**config.mk**
```make
export PLATFORM = sky130hd
export DESIGN_NAME = pacsr_aux_reg
export DESIGN_NICKNAME = d
export VERILOG_FILES = /design/src/hw/pacsr_pkg.sv /design/src/hw/pacsr_aux_reg.sv
export SDC_FILE = /design/constraint.sdc
export NUM_CORES = 1
export LEC_CHECK = 0
export ABC_AREA = 0
export BUFFER_PORTS_ARGS = -buffer_cell sky130_fd_sc_hd__buf_2
export CAP_MARGIN = 25
export CORE_MARGIN = 2
export CORE_UTILIZATION = 43
export DETAILED_ROUTE_END_ITERATION = 10
export SYNTH_ARGS = -nofsm -noshare
export SYNTH_HDL_FRONTEND = slang
export SYNTH_SLANG_ARGS = --single-unit
```
**constraint.sdc**
```tcl
create_clock -name sys_clk -period 3 [get_ports sys_clk]
set_input_delay 0.6 -clock sys_clk [delete_from_list [all_inputs] [get_ports sys_clk]]
set_output_delay 0.6 -clock sys_clk [all_outputs]
set_load 0.05 [all_outputs]
```
**src/hw/pacsr_pkg.sv**
```systemverilog
// Constants, field positions and types for the auxiliary control and status register
package pacsr_pkg;

   // ****************************************************************
   // Register location and field positions
   // ****************************************************************
   localparam logic [4:0] PACSR_REG_ADDR   = 5'h1c;
   localparam int         PACSR_BIT_AN_DONE = 15;
   localparam int         PACSR_BIT_AN_BYP  = 14;
   localparam int         PACSR_BIT_XOVER   = 13;
   localparam int         PACSR_BIT_CD_SWAP = 12;
   localparam int         PACSR_BIT_POL_HI  = 11;
   localparam int         PACSR_BIT_POL_LO  = 8;
   localparam int         PACSR_BIT_DUPLEX  = 5;
   localparam int         PACSR_BIT_SPD_HI  = 4;
   localparam int         PACSR_BIT_SPD_LO  = 3;
   localparam int         PACSR_BIT_PRIO    = 2;
   localparam int         PACSR_BIT_STICKY  = 1;

   // ****************************************************************
   // Speed codes and reset values
   // ****************************************************************
   localparam logic [1:0] PACSR_SPD_10     = 2'h0;
   localparam logic [1:0] PACSR_SPD_100    = 2'h1;
   localparam logic [1:0] PACSR_SPD_1000   = 2'h2;
   localparam logic       PACSR_PRIO_RST   = 1'b0;
   localparam logic       PACSR_STICKY_RST = 1'b0;

   // ****************************************************************
   // Management frame layout
   // ****************************************************************
   localparam logic [1:0] PACSR_OP_RD    = 2'h2;
   localparam logic [1:0] PACSR_OP_WR    = 2'h1;
   localparam int         PACSR_PRE_LEN  = 32;
   localparam logic [5:0] PACSR_HDR_LAST = 6'h0c;
   localparam logic [5:0] PACSR_DATA_LEN = 6'h10;
   localparam logic [5:0] PACSR_WR_LAST  = 6'h11;
   localparam logic [5:0] PACSR_ONES_MAX = 6'h3f;

   // Serial frame sequencer states
   typedef enum logic [2:0] {
      SM_PRE,
      SM_HDR,
      SM_TA,
      SM_RD,
      SM_WR
   } pacsr_state_e;

   // Whole state of the block
   typedef struct packed {
      logic         mdc_s1;
      logic         mdc_s2;
      logic         mdc_s3;
      logic         mdio_s1;
      logic         mdio_s2;
      logic [4:0]   strap_s1;
      logic [4:0]   strap_s2;
      pacsr_state_e state;
      logic [5:0]   cnt;
      logic [5:0]   ones;
      logic [15:0]  sh;
      logic         mdio_o;
      logic         mdio_oe;
      logic         prio;
      logic         sticky;
      logic         swap_cd_en;
      logic [3:0]   pol_correct;
      logic         mdix_internal;
      logic         strap_override;
      logic         mode_aneg_disable;
      logic         mode_force_duplex;
      logic [2:0]   mode_speed_en;
   } pacsr_reg_s;

endpackage

```
**src/hw/pacsr_aux_reg.sv**
```systemverilog
// Auxiliary control and status register with its serial management slave
`timescale 1ns/1ps
module pacsr_aux_reg
   import pacsr_pkg::*;
#(
   parameter int PRE_LEN = PACSR_PRE_LEN
) (
   // Clock and reset
   input  wire logic       sys_clk,
   input  wire logic       rst_b,
   // Management pins
   input  wire logic       mdc,
   input  wire logic       mdio_i,
   output logic            mdio_o,
   output logic            mdio_oe,
   input  wire logic [4:0] phy_addr,
   // Status from the rest of the transceiver
   input  wire logic       an_complete,
   input  wire logic       an_enable,
   input  wire logic       scr_lock,
   input  wire logic       xover_det,
   input  wire logic       cd_swap_det,
   input  wire logic [3:0] pol_det,
   input  wire logic       res_duplex,
   input  wire logic [1:0] res_speed,
   input  wire logic       pair_swap_dis,
   input  wire logic       pol_corr_dis,
   input  wire logic       mii_soft_reset,
   // Capability settings held in other management registers
   input  wire logic       mii_force_duplex,
   input  wire logic [2:0] mii_speed_en,
   // Configuration straps
   input  wire logic       strap_speed_low,
   input  wire logic       strap_speed_mid,
   input  wire logic       strap_speed_gig,
   input  wire logic       strap_force_duplex,
   input  wire logic       strap_negotiation_disable,
   // Controls to the data path
   output logic            swap_cd_en,
   output logic [3:0]      pol_correct,
   output logic            mdix_internal,
   output logic            strap_override,
   output logic            mode_aneg_disable,
   output logic            mode_force_duplex,
   output logic [2:0]      mode_speed_en
);

   // A preamble counter of six bits cannot count beyond 63, so refuse it while elaborating
   if (PRE_LEN < 1 || PRE_LEN > 63) begin : g_pre_len_bad
      $error("PRE_LEN out of range");
   end

   // ****************************************************************
   // Status word as seen by a reader
   // ****************************************************************
   localparam logic [5:0] PRE_CNT = 6'(PRE_LEN);

   pacsr_reg_s  st;
   pacsr_reg_s  next_st;
   logic        mdc_rise;
   logic        gig_mode;
   logic        xover_ok;
   logic [15:0] read_word;
   logic        wr_commit;
   logic [15:0] wr_word;
   logic        all_ones;

   assign mdc_rise = st.mdc_s2 && !st.mdc_s3;
   assign gig_mode = (res_speed == PACSR_SPD_1000);
   assign xover_ok = xover_det && scr_lock;
   assign all_ones = &st.strap_s2;

   // Unspecified bits stay zero, which also holds the reserved fields
   always_comb begin
      read_word = 16'h0000;
      read_word[PACSR_BIT_AN_DONE] = an_complete;
      read_word[PACSR_BIT_AN_BYP] = !an_enable;
      read_word[PACSR_BIT_XOVER] = xover_ok;
      read_word[PACSR_BIT_CD_SWAP] = cd_swap_det && gig_mode;
      // Polarity flags are hidden until negotiation ends
      read_word[PACSR_BIT_POL_HI:PACSR_BIT_POL_LO] = an_complete ? pol_det : 4'h0;
      read_word[PACSR_BIT_DUPLEX] = res_duplex;
      read_word[PACSR_BIT_SPD_HI:PACSR_BIT_SPD_LO] = res_speed;
      read_word[PACSR_BIT_PRIO] = st.prio;
      read_word[PACSR_BIT_STICKY] = st.sticky;
   end

   // ****************************************************************
   // Next state
   // ****************************************************************
   // MDC is slow against sys_clk, so one sample per rising edge suffices
   always_comb begin
      next_st = st;
      wr_commit = 1'b0;
      wr_word = {st.sh[14:0], st.mdio_s2};
      next_st.mdc_s1 = mdc;
      next_st.mdc_s2 = st.mdc_s1;
      next_st.mdc_s3 = st.mdc_s2;
      next_st.mdio_s1 = mdio_i;
      next_st.mdio_s2 = st.mdio_s1;
      next_st.strap_s1 = {strap_negotiation_disable, strap_force_duplex,
                          strap_speed_gig, strap_speed_mid, strap_speed_low};
      next_st.strap_s2 = st.strap_s1;
      if (mdc_rise) begin
         case (st.state)
            SM_PRE: begin
               if (st.mdio_s2) begin
                  if (st.ones != PACSR_ONES_MAX) begin
                     next_st.ones = st.ones + 6'h01;
                  end
               end else begin
                  next_st.ones = 6'h00;
                  if (st.ones >= PRE_CNT) begin
                     next_st.state = SM_HDR;
                     next_st.cnt = 6'h00;
                  end
               end
            end
            SM_HDR: begin
               next_st.sh = wr_word;
               next_st.cnt = st.cnt + 6'h01;
               if (st.cnt == PACSR_HDR_LAST) begin
                  next_st.state = SM_PRE;
                  next_st.ones = 6'h00;
                  // Start bit, own address and this register must all match
                  if (wr_word[12] && wr_word[9:5] == phy_addr
                      && wr_word[4:0] == PACSR_REG_ADDR) begin
                     if (wr_word[11:10] == PACSR_OP_RD) begin
                        next_st.state = SM_TA;
                     end else if (wr_word[11:10] == PACSR_OP_WR) begin
                        next_st.state = SM_WR;
                        next_st.cnt = 6'h00;
                     end
                  end
               end
            end
            SM_TA: begin
               // Second turnaround bit is driven low by this end
               next_st.mdio_oe = 1'b1;
               next_st.mdio_o = 1'b0;
               next_st.sh = read_word;
               next_st.cnt = 6'h00;
               next_st.state = SM_RD;
            end
            SM_RD: begin
               if (st.cnt == PACSR_DATA_LEN) begin
                  next_st.mdio_oe = 1'b0;
                  next_st.mdio_o = 1'b0;
                  next_st.state = SM_PRE;
                  next_st.ones = 6'h00;
               end else begin
                  next_st.mdio_o = st.sh[15];
                  next_st.sh = {st.sh[14:0], 1'b0};
                  next_st.cnt = st.cnt + 6'h01;
               end
            end
            SM_WR: begin
               next_st.sh = wr_word;
               next_st.cnt = st.cnt + 6'h01;
               if (st.cnt == PACSR_WR_LAST) begin
                  wr_commit = 1'b1;
                  next_st.state = SM_PRE;
                  next_st.ones = 6'h00;
               end
            end
            default: begin
               next_st.state = SM_PRE;
            end
         endcase
      end
      // Status fields ignore writes; only the two controls take data
      if (wr_commit) begin
         next_st.prio = wr_word[PACSR_BIT_PRIO];
         next_st.sticky = wr_word[PACSR_BIT_STICKY];
      end
      // Unless sticky is already set, soft reset outranks a write landing in the same cycle
      if (mii_soft_reset && !st.sticky) begin
         next_st.prio = PACSR_PRIO_RST;
         next_st.sticky = PACSR_STICKY_RST;
      end
      // Data path controls
      next_st.swap_cd_en = cd_swap_det && gig_mode && !pair_swap_dis;
      next_st.pol_correct = pol_det & {4{!pol_corr_dis}};
      next_st.mdix_internal = xover_ok;
      // Operating mode selection; capability registers are only read here
      next_st.strap_override = !st.prio && !all_ones;
      if (next_st.strap_override) begin
         next_st.mode_aneg_disable = st.strap_s2[4];
         next_st.mode_force_duplex = st.strap_s2[3];
         next_st.mode_speed_en = st.strap_s2[2:0];
      end else begin
         next_st.mode_aneg_disable = !an_enable;
         next_st.mode_force_duplex = mii_force_duplex;
         next_st.mode_speed_en = mii_speed_en;
      end
   end

   // ****************************************************************
   // State register
   // ****************************************************************
   always_ff @(posedge sys_clk or negedge rst_b) begin
      if (!rst_b) begin
         st <= '0;
         st.state <= SM_PRE;
         st.prio <= PACSR_PRIO_RST;
         st.sticky <= PACSR_STICKY_RST;
      end else begin
         st <= next_st;
      end
   end

   assign mdio_o = st.mdio_o;
   assign mdio_oe = st.mdio_oe;
   assign swap_cd_en = st.swap_cd_en;
   assign pol_correct = st.pol_correct;
   assign mdix_internal = st.mdix_internal;
   assign strap_override = st.strap_override;
   assign mode_aneg_disable = st.mode_aneg_disable;
   assign mode_force_duplex = st.mode_force_duplex;
   assign mode_speed_en = st.mode_speed_en;
endmodule

```
# Word level (Yosys, flattened, before mapping)
# Index checks and enable logic that the tools add are counted.
[totals]
register_bits = 62
out_inout_bits = 14
[op_classes]
n_addsub = 2
order_cmp = 1
n_eq_ne = 20
n_mux = 29
bitwise = 1
reduce_logical = 29
[ops]
columns = ["cell", "n"]
rows = [
  ["$pmux 16 s3", 1],
  ["$mux 6", 6],
  ["$mux 9", 4],
  ["$pmux 6 s5", 1],
  ["$pmux 6 s4", 1],
  ["$mux 16", 1],
  ["$mux 15", 1],
  ["$pmux 3 s5", 1],
  ["$add 6x1->6 const B", 2],
  ["$eq 6x5->1 const B", 2],
  ["$ne 2x2->1 const B", 6],
  ["$reduce_and 6->1", 2],
  ["$reduce_and 5->1", 2],
  ["$mux 3", 3],
  ["$logic_and 1x1->1", 8],
  ["$logic_not 1->1", 7],
  ["$eq 3x2->1 const B", 2],
  ["$eq 6x4->1 const B", 1],
  ["$ge 6x6->1 const B", 1],
  ["$ne 6x6->1 const B", 1],
  ["$reduce_and 3->1", 2],
  ["$eq 5x5->1", 1],
  ["$eq 5x5->1 const B", 1],
  ["$mux 1", 5],
  ["17 further kinds", 20],
]

# Longest topological paths before layout
# Gate-level depths: netlist (run 1).
[logic_depth]
depth_word = 6
mapped_depth = 8
depth_no_buf = 7

# Worst setup path before layout (run 1)
# Ideal clock, no wire load.
[synth_timing]
path_type = "register to register"
startpoint = "register st[41] (netlist name)"
endpoint = "register st[46] (netlist name)"
setup_ps = 125
arrival_time_ps = 1790
required_time_ps = 2875
path_slack_ps = 1085
stages_incl_launch_ff = 7
n_path_buf = 1
synth_period_minus_slack_ps = 1915
cell_sequence = "dfrtp_1 -> buf_6 -> nor4b_4 -> nand2_2 -> a221oi_4 -> and2_2 -> mux2_2"
[synth_via]
elab_chain_len = 3
[synth_lines]
columns = ["item", "line_no", "rtl"]
rows = [
  ["start: declaration", "pacsr_aux_reg.sv:58", "pacsr_reg_s st;"],
  ["start signal: assignment", "pacsr_aux_reg.sv:208", "st <= next_st;"],
  ["$eq 6x5->1, or another cell as far along", "pacsr_aux_reg.sv:160", "if (st.cnt == PACSR_WR_LAST) begin"],
  ["$ne 2x2->1 (no source line)", "--", ""],
  ["$reduce_and 6->1 (no source line) (*)", "--", ""],
]
# Every way passes the cells marked *; elsewhere a longest branch is shown, timed or not.
# A chain may end at the register's enable or synchronous reset.

# Worst setup path after layout (run 1)
[layout_timing]
startpoint = "register st[38] (netlist name)"
endpoint = "register st[43] (netlist name)"
[layout_via]
elab_chain_len = 6
[layout_lines]
columns = ["item", "line_no", "rtl"]
rows = [
  ["$add 6x1->6", "pacsr_aux_reg.sv:121, pacsr_aux_reg.sv:154, pacsr_aux_reg.sv:159", ""],
  ["$mux 9", "pacsr_aux_reg.sv:130", "end else if (wr_word[11:10] == PACSR_OP_WR) begin"],
  ["$mux 6", "pacsr_aux_reg.sv:128", "if (wr_word[11:10] == PACSR_OP_RD) begin"],
  ["$mux 9", "pacsr_aux_reg.sv:126", "if (wr_word[12] && wr_word[9:5] == phy_addr"],
  ["$mux 15", "pacsr_aux_reg.sv:122", "if (st.cnt == PACSR_HDR_LAST) begin"],
  ["$pmux 6 s5", "pacsr_aux_reg.sv:105", "case (st.state)"],
]
# Parallel ways exist; a longest one is shown, timed or not. The select of a mux whose other input is x is not followed.

==> metrics, run 1 <==
Routability Congestion=roughly 0.86; total grt overflow=0; core area=6422 µm²; # nets final=about 360; post-synth top area share=0.5363; H-Tree Depth=3; reg2reg end=st[43]$_DFFE_PN0P_; # setup viols final=0; Antenna Nets Post-Route=0; post-CTS setup buffer count=0; most frequent cell after synthesis=dfrtp_1; WP depth=7; CTS max path bufs=2; Starting Density=0.4504; post_cts resized=0; Synth warnings=0; final setup skew=0.005013 ns; hold_buf cts=0; Sum Neg Setup Slack=0 ns; Max Cap Violations=0; Vias/cell=approximately 5.2; GRT Overall Usage=0.1712; critical path's largest stage delay=between 0.5 and 0.6 ns; Syn Area/Cell=approximately 10 µm²; Required @ worst endpoint=between 3 and 4 ns; slowest stage cell, crit path=or4_1; synth unique cells=56; delay-heaviest family, CP=simple AND/OR/NAND/NOR gates; io pins=47; Synth top cells by count=dfrtp_1, nand2_1, nor2_1; DP HPWL=approximately 4200 µm; Hold Slack=a little under 0.3 ns; Final Hold Vio Count=0; die height=roughly 86 µm; Synth Flop Type=dfrtp_1; Leak Pwr=1.524 nW; FF+latch count, synth=62; syn_nets=approximately 320; clk sinks=62; Inserted Diodes=0; Die X=between 80 and 90 µm; Skew-Pair Late Insertion Delay=0.34 ns; leading area contributor after synthesis=dfrtp_1; fin worst setup slack=approximately 0.8 ns; pwr/cell area=between 800 and 900 nW/µm²; Crit. End Element=flop; status=finished clean; fin. max-slew vios=0; critical path class=reg -> reg; DRC=0; vias in the first global route=1,986; CTS Buf Count=9; period utilization=0.7335; drt wl/cell=between 10 and 15 µm; FF-to-FF setup slack=around 0.80 ns; FFs w/ async S/R, synth=1.000; row count=29; Worst Tran Pin Value=between 0.6 and 0.7 ns; synthesized cell area=2893 µm²; clk root buf=clkbuf_8; Vias=2,103; layout cell share with drive strength beyond 1=0.2699; Critical Path Source=st[38]$_DFFE_PN0P_; maximum VDD drop=0.0003633 V; DIE AREA=7399 µm²; clock slew seen by the registers of the worst setup and hold paths=roughly 0.07 ns; Post-synth EDFFs=0; port bufs=46; Critical Path AT=2.48 ns; WP buf/inv=1; CP Max Fanout=12; Final Util=0.5188; HP Class=in -> async; first-pass GRT wire length=between 9000 and 10,000 µm; post-route minimum period=~2.2 ns; DRT iter0 DRCs=71; dpl ws=about 0.8 ns; Seq/Total Area, Yosys=0.5363; fmax=between 400 and 500 MHz; Area Growth Syn to Fin=15.18%; largest net degree at the start of global routing=34; Slew headroom=0.5387; initial antenna violation count=0; FF-to-FF path depth=7; RSZ-0062 raised after global routing=false; largest cells by area after synthesis=dfrtp_1, nand2_1, nor2_1, nand3_1, a31oi_1; worst reg2reg path startpoint=st[38]$_DFFE_PN0P_; WL final=between 5000 and 6000 µm; Post-Synthesis Cells=about 280; Overall Power=0.002763 W; DRT Pass-1 Iters=4; Setup crit start kind=flop; crit-path cells=inv_1 > ha_1 > and3_1 > a21bo_2 > nand2b_1 > or4_1 > nand3_1; CTS tree=yes
final cells by class:
type	count	area, µm²
Fill cell	576	3090
Sequential cell	62	1551
Multi-Input combinational cell	186	1189
Timing Repair Buffer	49	265.3
Clock buffer	9	123.9
Tap cell	77	96.34
Clock inverter	7	57.56
Inverter	13	48.80
registers in the layout, summed over array words and instances (netlist names):
name and count:
mdio_o 1, mdio_oe 1, mdix_internal 1, mode_aneg_disable 1, mode_force_duplex 1, mode_speed_en 3
next_st 8, pol_correct 4, read_word 2, st 38, strap_override 1, swap_cd_en 1
metal layers:
metal / part of all wire / GRT usage / routed length [µm]
met2: 0.50 / 0.2685 / 2865
met3: 0.036 / 0.04909 / 210
met1: 0.45 / 0.2225 / 2615
met4: 0.012 / 0.07215 / 71
met5: 0 / 0 / 0
logic make-up after synthesis:
group | share of synthesized area
AND/OR/NAND/NOR | 0.2115
flip-flops | 0.5363
AO/OA/AOI/OAI | 0.1298
buffers and inverters | 0.05277
multiplexers | 0.02984
XOR/XNOR | 0.01817
adder cells (fa/ha/maj) | 0.02163
placed cells by master (no fill, tap or decap), types with 2 or more instances in the layout:
master / instances
and2_1: 2
mux2i_1: 3
nand2b_1: 5
or4_1: 2
ha_1: 5
nand3_1: 17
clkbuf_8: 9
a31oi_1: 12
nor2_1: 24
nor4b_1: 2
nor2b_1: 4
and3_1: 2
o21ai_0: 10
buf_4: 2
buf_2: 46
nor3b_1: 2
nor3_1: 8
a221o_1: 3
a21bo_2: 2
inv_1: 13
xor2_1: 6
clkinvlp_4: 2
a21o_1: 2
or2_2: 2
inv_6: 2
nand2_1: 31
a21oi_1: 7
dfrtp_1: 62
mux2_2: 5
nand4_1: 3
worst reg2reg max path: cells and delay by family (launching register included):
family / cells / cell delay, ns
flops: 1 / 0.43
simple gates: 4 / 1.17
buf+inv: 1 / 0.06
compound gates: 1 / 0.22
fa+ha+maj: 1 / 0.26
report_power, final:
| part | switching [W] | internal [W] | leakage (nW) | total, W |
|---|---|---|---|---|
| registers | 0.000217 | 0.00103 | 0.748 | 0.00125 |
| clock network | 0.000370 | 0.000310 | 0.0881 | 0.000680 |
| logic | 0.000497 | 0.000339 | 0.687 | 0.000836 |
through the flow:
step                      std cells  cell area (µm²)
after CTS                       403             3332
after global placement          387             3151
after global routing            403             3332
after floorplan                 278             2893
final                           403             3332
after detailed placement        387             3151
worst max path at each step:
stage / to / slack [ns]
2_1_floorplan: st[46]$_DFFE_PN0P_ / 1.09
3_3_place_gp: st[43]$_DFFE_PN0P_ / 0.86
3_5_place_dp: st[43]$_DFFE_PN0P_ / 0.81
4_1_cts: st[43]$_DFFE_PN0P_ / 0.80
5_1_grt: st[43]$_DFFE_PN0P_ / 0.62
6_report: st[43]$_DFFE_PN0P_ / 0.80
No activity file was read; power rests on OpenSTA's default activity.
==> inputs of run 2 (changes only) <==
==> constraint.sdc (replaced) <==
create_clock -name sys_clk -period 2.2 [get_ports sys_clk]
set_input_delay 0.44 -clock sys_clk [delete_from_list [all_inputs] [get_ports sys_clk]]
set_output_delay 0.44 -clock sys_clk [all_outputs]
set_load 0.05 [all_outputs]
==> metrics, run 2 (synthesized netlist as in run 1, its figures left out) <==
Crit. End Element=flop; CP Max Fanout=6 (-6); Hold Slack=0.02195 ns (-0.2689 ns); H-Tree Depth=3 (unchanged); Vias/cell=5.310 (+1.8%); hold_buf cts=0 (unchanged); core area=6422 µm² (unchanged); CTS Buf Count=9 (unchanged); Area Growth Syn to Fin=18.25%; period utilization=0.9438 (+0.2103); DRT iter0 DRCs=146 (+110%); io pins=47 (unchanged); pwr/cell area=1148 nW/µm² (+38%); clock slew seen by the registers of the worst setup and hold paths=0.08 ns (about the same); Max Cap Violations=0 (unchanged); initial antenna violation count=0 (unchanged); critical path class=reg -> reg; fmax=481.6 MHz (+6.0%); total grt overflow=0 (unchanged); drt wl/cell=14.60 µm (+2.1%); CTS tree=yes; vias in the first global route=2,084 (+4.9%); Die X=86.02 µm (unchanged); first-pass GRT wire length=9963 µm (+3.2%); post-route minimum period=2.076 ns (-0.1241 ns); Leak Pwr=1.575 nW (+3.4%); clk root buf=clkbuf_8; Slew headroom=0.5929 (+0.05414); GRT Overall Usage=0.1771 (+0.005889); # nets final=366 (+1.9%); Worst Tran Pin Value=0.6079 ns (-0.08405 ns); Sum Neg Setup Slack=0 ns (unchanged); area of the multi-input gates=1189 µm² (unchanged); post-CTS setup buffer count=0 (unchanged); # setup viols final=0 (unchanged); max reg flops=38 (unchanged); Routability Congestion=0.8159 (-4.7%); post_cts resized=0 (unchanged); # fillers=567 (-1.6%); Final Hold Vio Count=0 (unchanged); largest net degree at the start of global routing=47 (+38%); Required @ worst endpoint=2.48 ns (-0.80 ns); Critical Path AT=2.36 ns (-0.12 ns); Inserted Diodes=0 (unchanged); maximum VDD drop=0.0005713 V (+57%); Largest Register=st; fin. max-slew vios=0 (unchanged); register area=1551 µm² (unchanged); clk sinks=62 (unchanged); Critical Path Source=st[38]$_DFFE_PN0P_; DP HPWL=4261 µm (+2.5%); CTS max path bufs=2 (unchanged); Vias=2,177 (+3.5%); layout cell share with drive strength beyond 1=0.2853 (+0.01535); HP Class=in -> async; die height=86.02 µm (unchanged); WL final=5987 µm (+3.9%); Setup crit start kind=flop; final setup skew=0.009135 ns (+0.004122 ns); row count=29 (unchanged); port bufs=46 (unchanged); Antenna Nets Post-Route=0 (unchanged); worst reg2reg path startpoint=st[38]$_DFFE_PN0P_; Starting Density=0.4504 (unchanged); DRC=0 (unchanged); commonest cells after routing, fill and taps aside=dfrtp_1, buf_2, nand2_1; Skew-Pair Late Insertion Delay=0.34 ns (about the same); most common cell after layout, fill and taps aside=dfrtp_1; DIE AREA=7399 µm² (unchanged); status=finished clean; DRT Pass-1 Iters=4 (unchanged); RSZ-0062 raised after global routing=false
==> run 2: per-layer routing <==
layer | global-route usage | routed length, µm | part of all wire
met5 | 0 | 0 | 0
met4 | 0.07215 | 113 | 0.019
met3 | 0.05197 | 208 | 0.035
met2 | 0.2861 | 2938 | 0.49
met1 | 0.2230 | 2728 | 0.46
==> run 2: power breakdown <==
group / total [W] / internal [W] / switching, W
sequential: 0.00169 / 0.00141 / 0.000282
clock: 0.00103 / 0.000536 / 0.000495
combinational: 0.00121 / 0.000506 / 0.000703
total: 0.00393 / 0.00245 / 0.00148
==> run 2: through the flow <==
stage	cells	utilization	worst slack, ns	total power, W	area [µm²]
floorplan	278	-	0.2854	0.002578	2893
global placement	394	0.5007	0.1991	0.002893	3216
CTS	410	0.5326	0.1283	0.003964	3421
global route	410	0.5326	0.01216	0.004204	3421
finish	410	0.5326	0.1237	0.003927	3421
detailed placement	394	0.5007	0.1425	0.002928	3216
==> run 2: cell type report <==
class | count | area share
clock buffer | 9 | 0.03621
clock inverter | 7 | 0.02377
inverter | 13 | 0.01426
multi-input combinational | 186 | 0.3475
sequential | 62 | 0.4535
tap | 77 | 0.02816
timing repair buffer | 56 | 0.09656
==> run 2: critical path, cell delays in order (launching register included) <==
cell and delay, ns:
dfrtp_1 0.44, inv_1 0.07, ha_1 0.27, and3_1 0.21
a21bo_2 0.22, nand2b_1 0.20, or4_1 0.53, nand3_1 0.09
==> run 2: final timing paths <==
| kind | to | slack [ns] | depth (start not counted) |
|---|---|---|---|
| min in group sys_clk | next_st[51]$_DFF_PN0_ | 0.20 | 1 |
| max in group asynchronous | st[40]$_DFFE_PN0P_ | 1.59 | 2 |
| worst min-delay path | st[59]$_DFF_PN0_ | 0.02 | 1 |
| worst max register to register | st[43]$_DFFE_PN0P_ | 0.12 | 7 |
| worst max-delay path | st[43]$_DFFE_PN0P_ | 0.12 | 7 |
| worst min register to register | next_st[59]$_DFF_PN0_ | 0.34 | 0 |
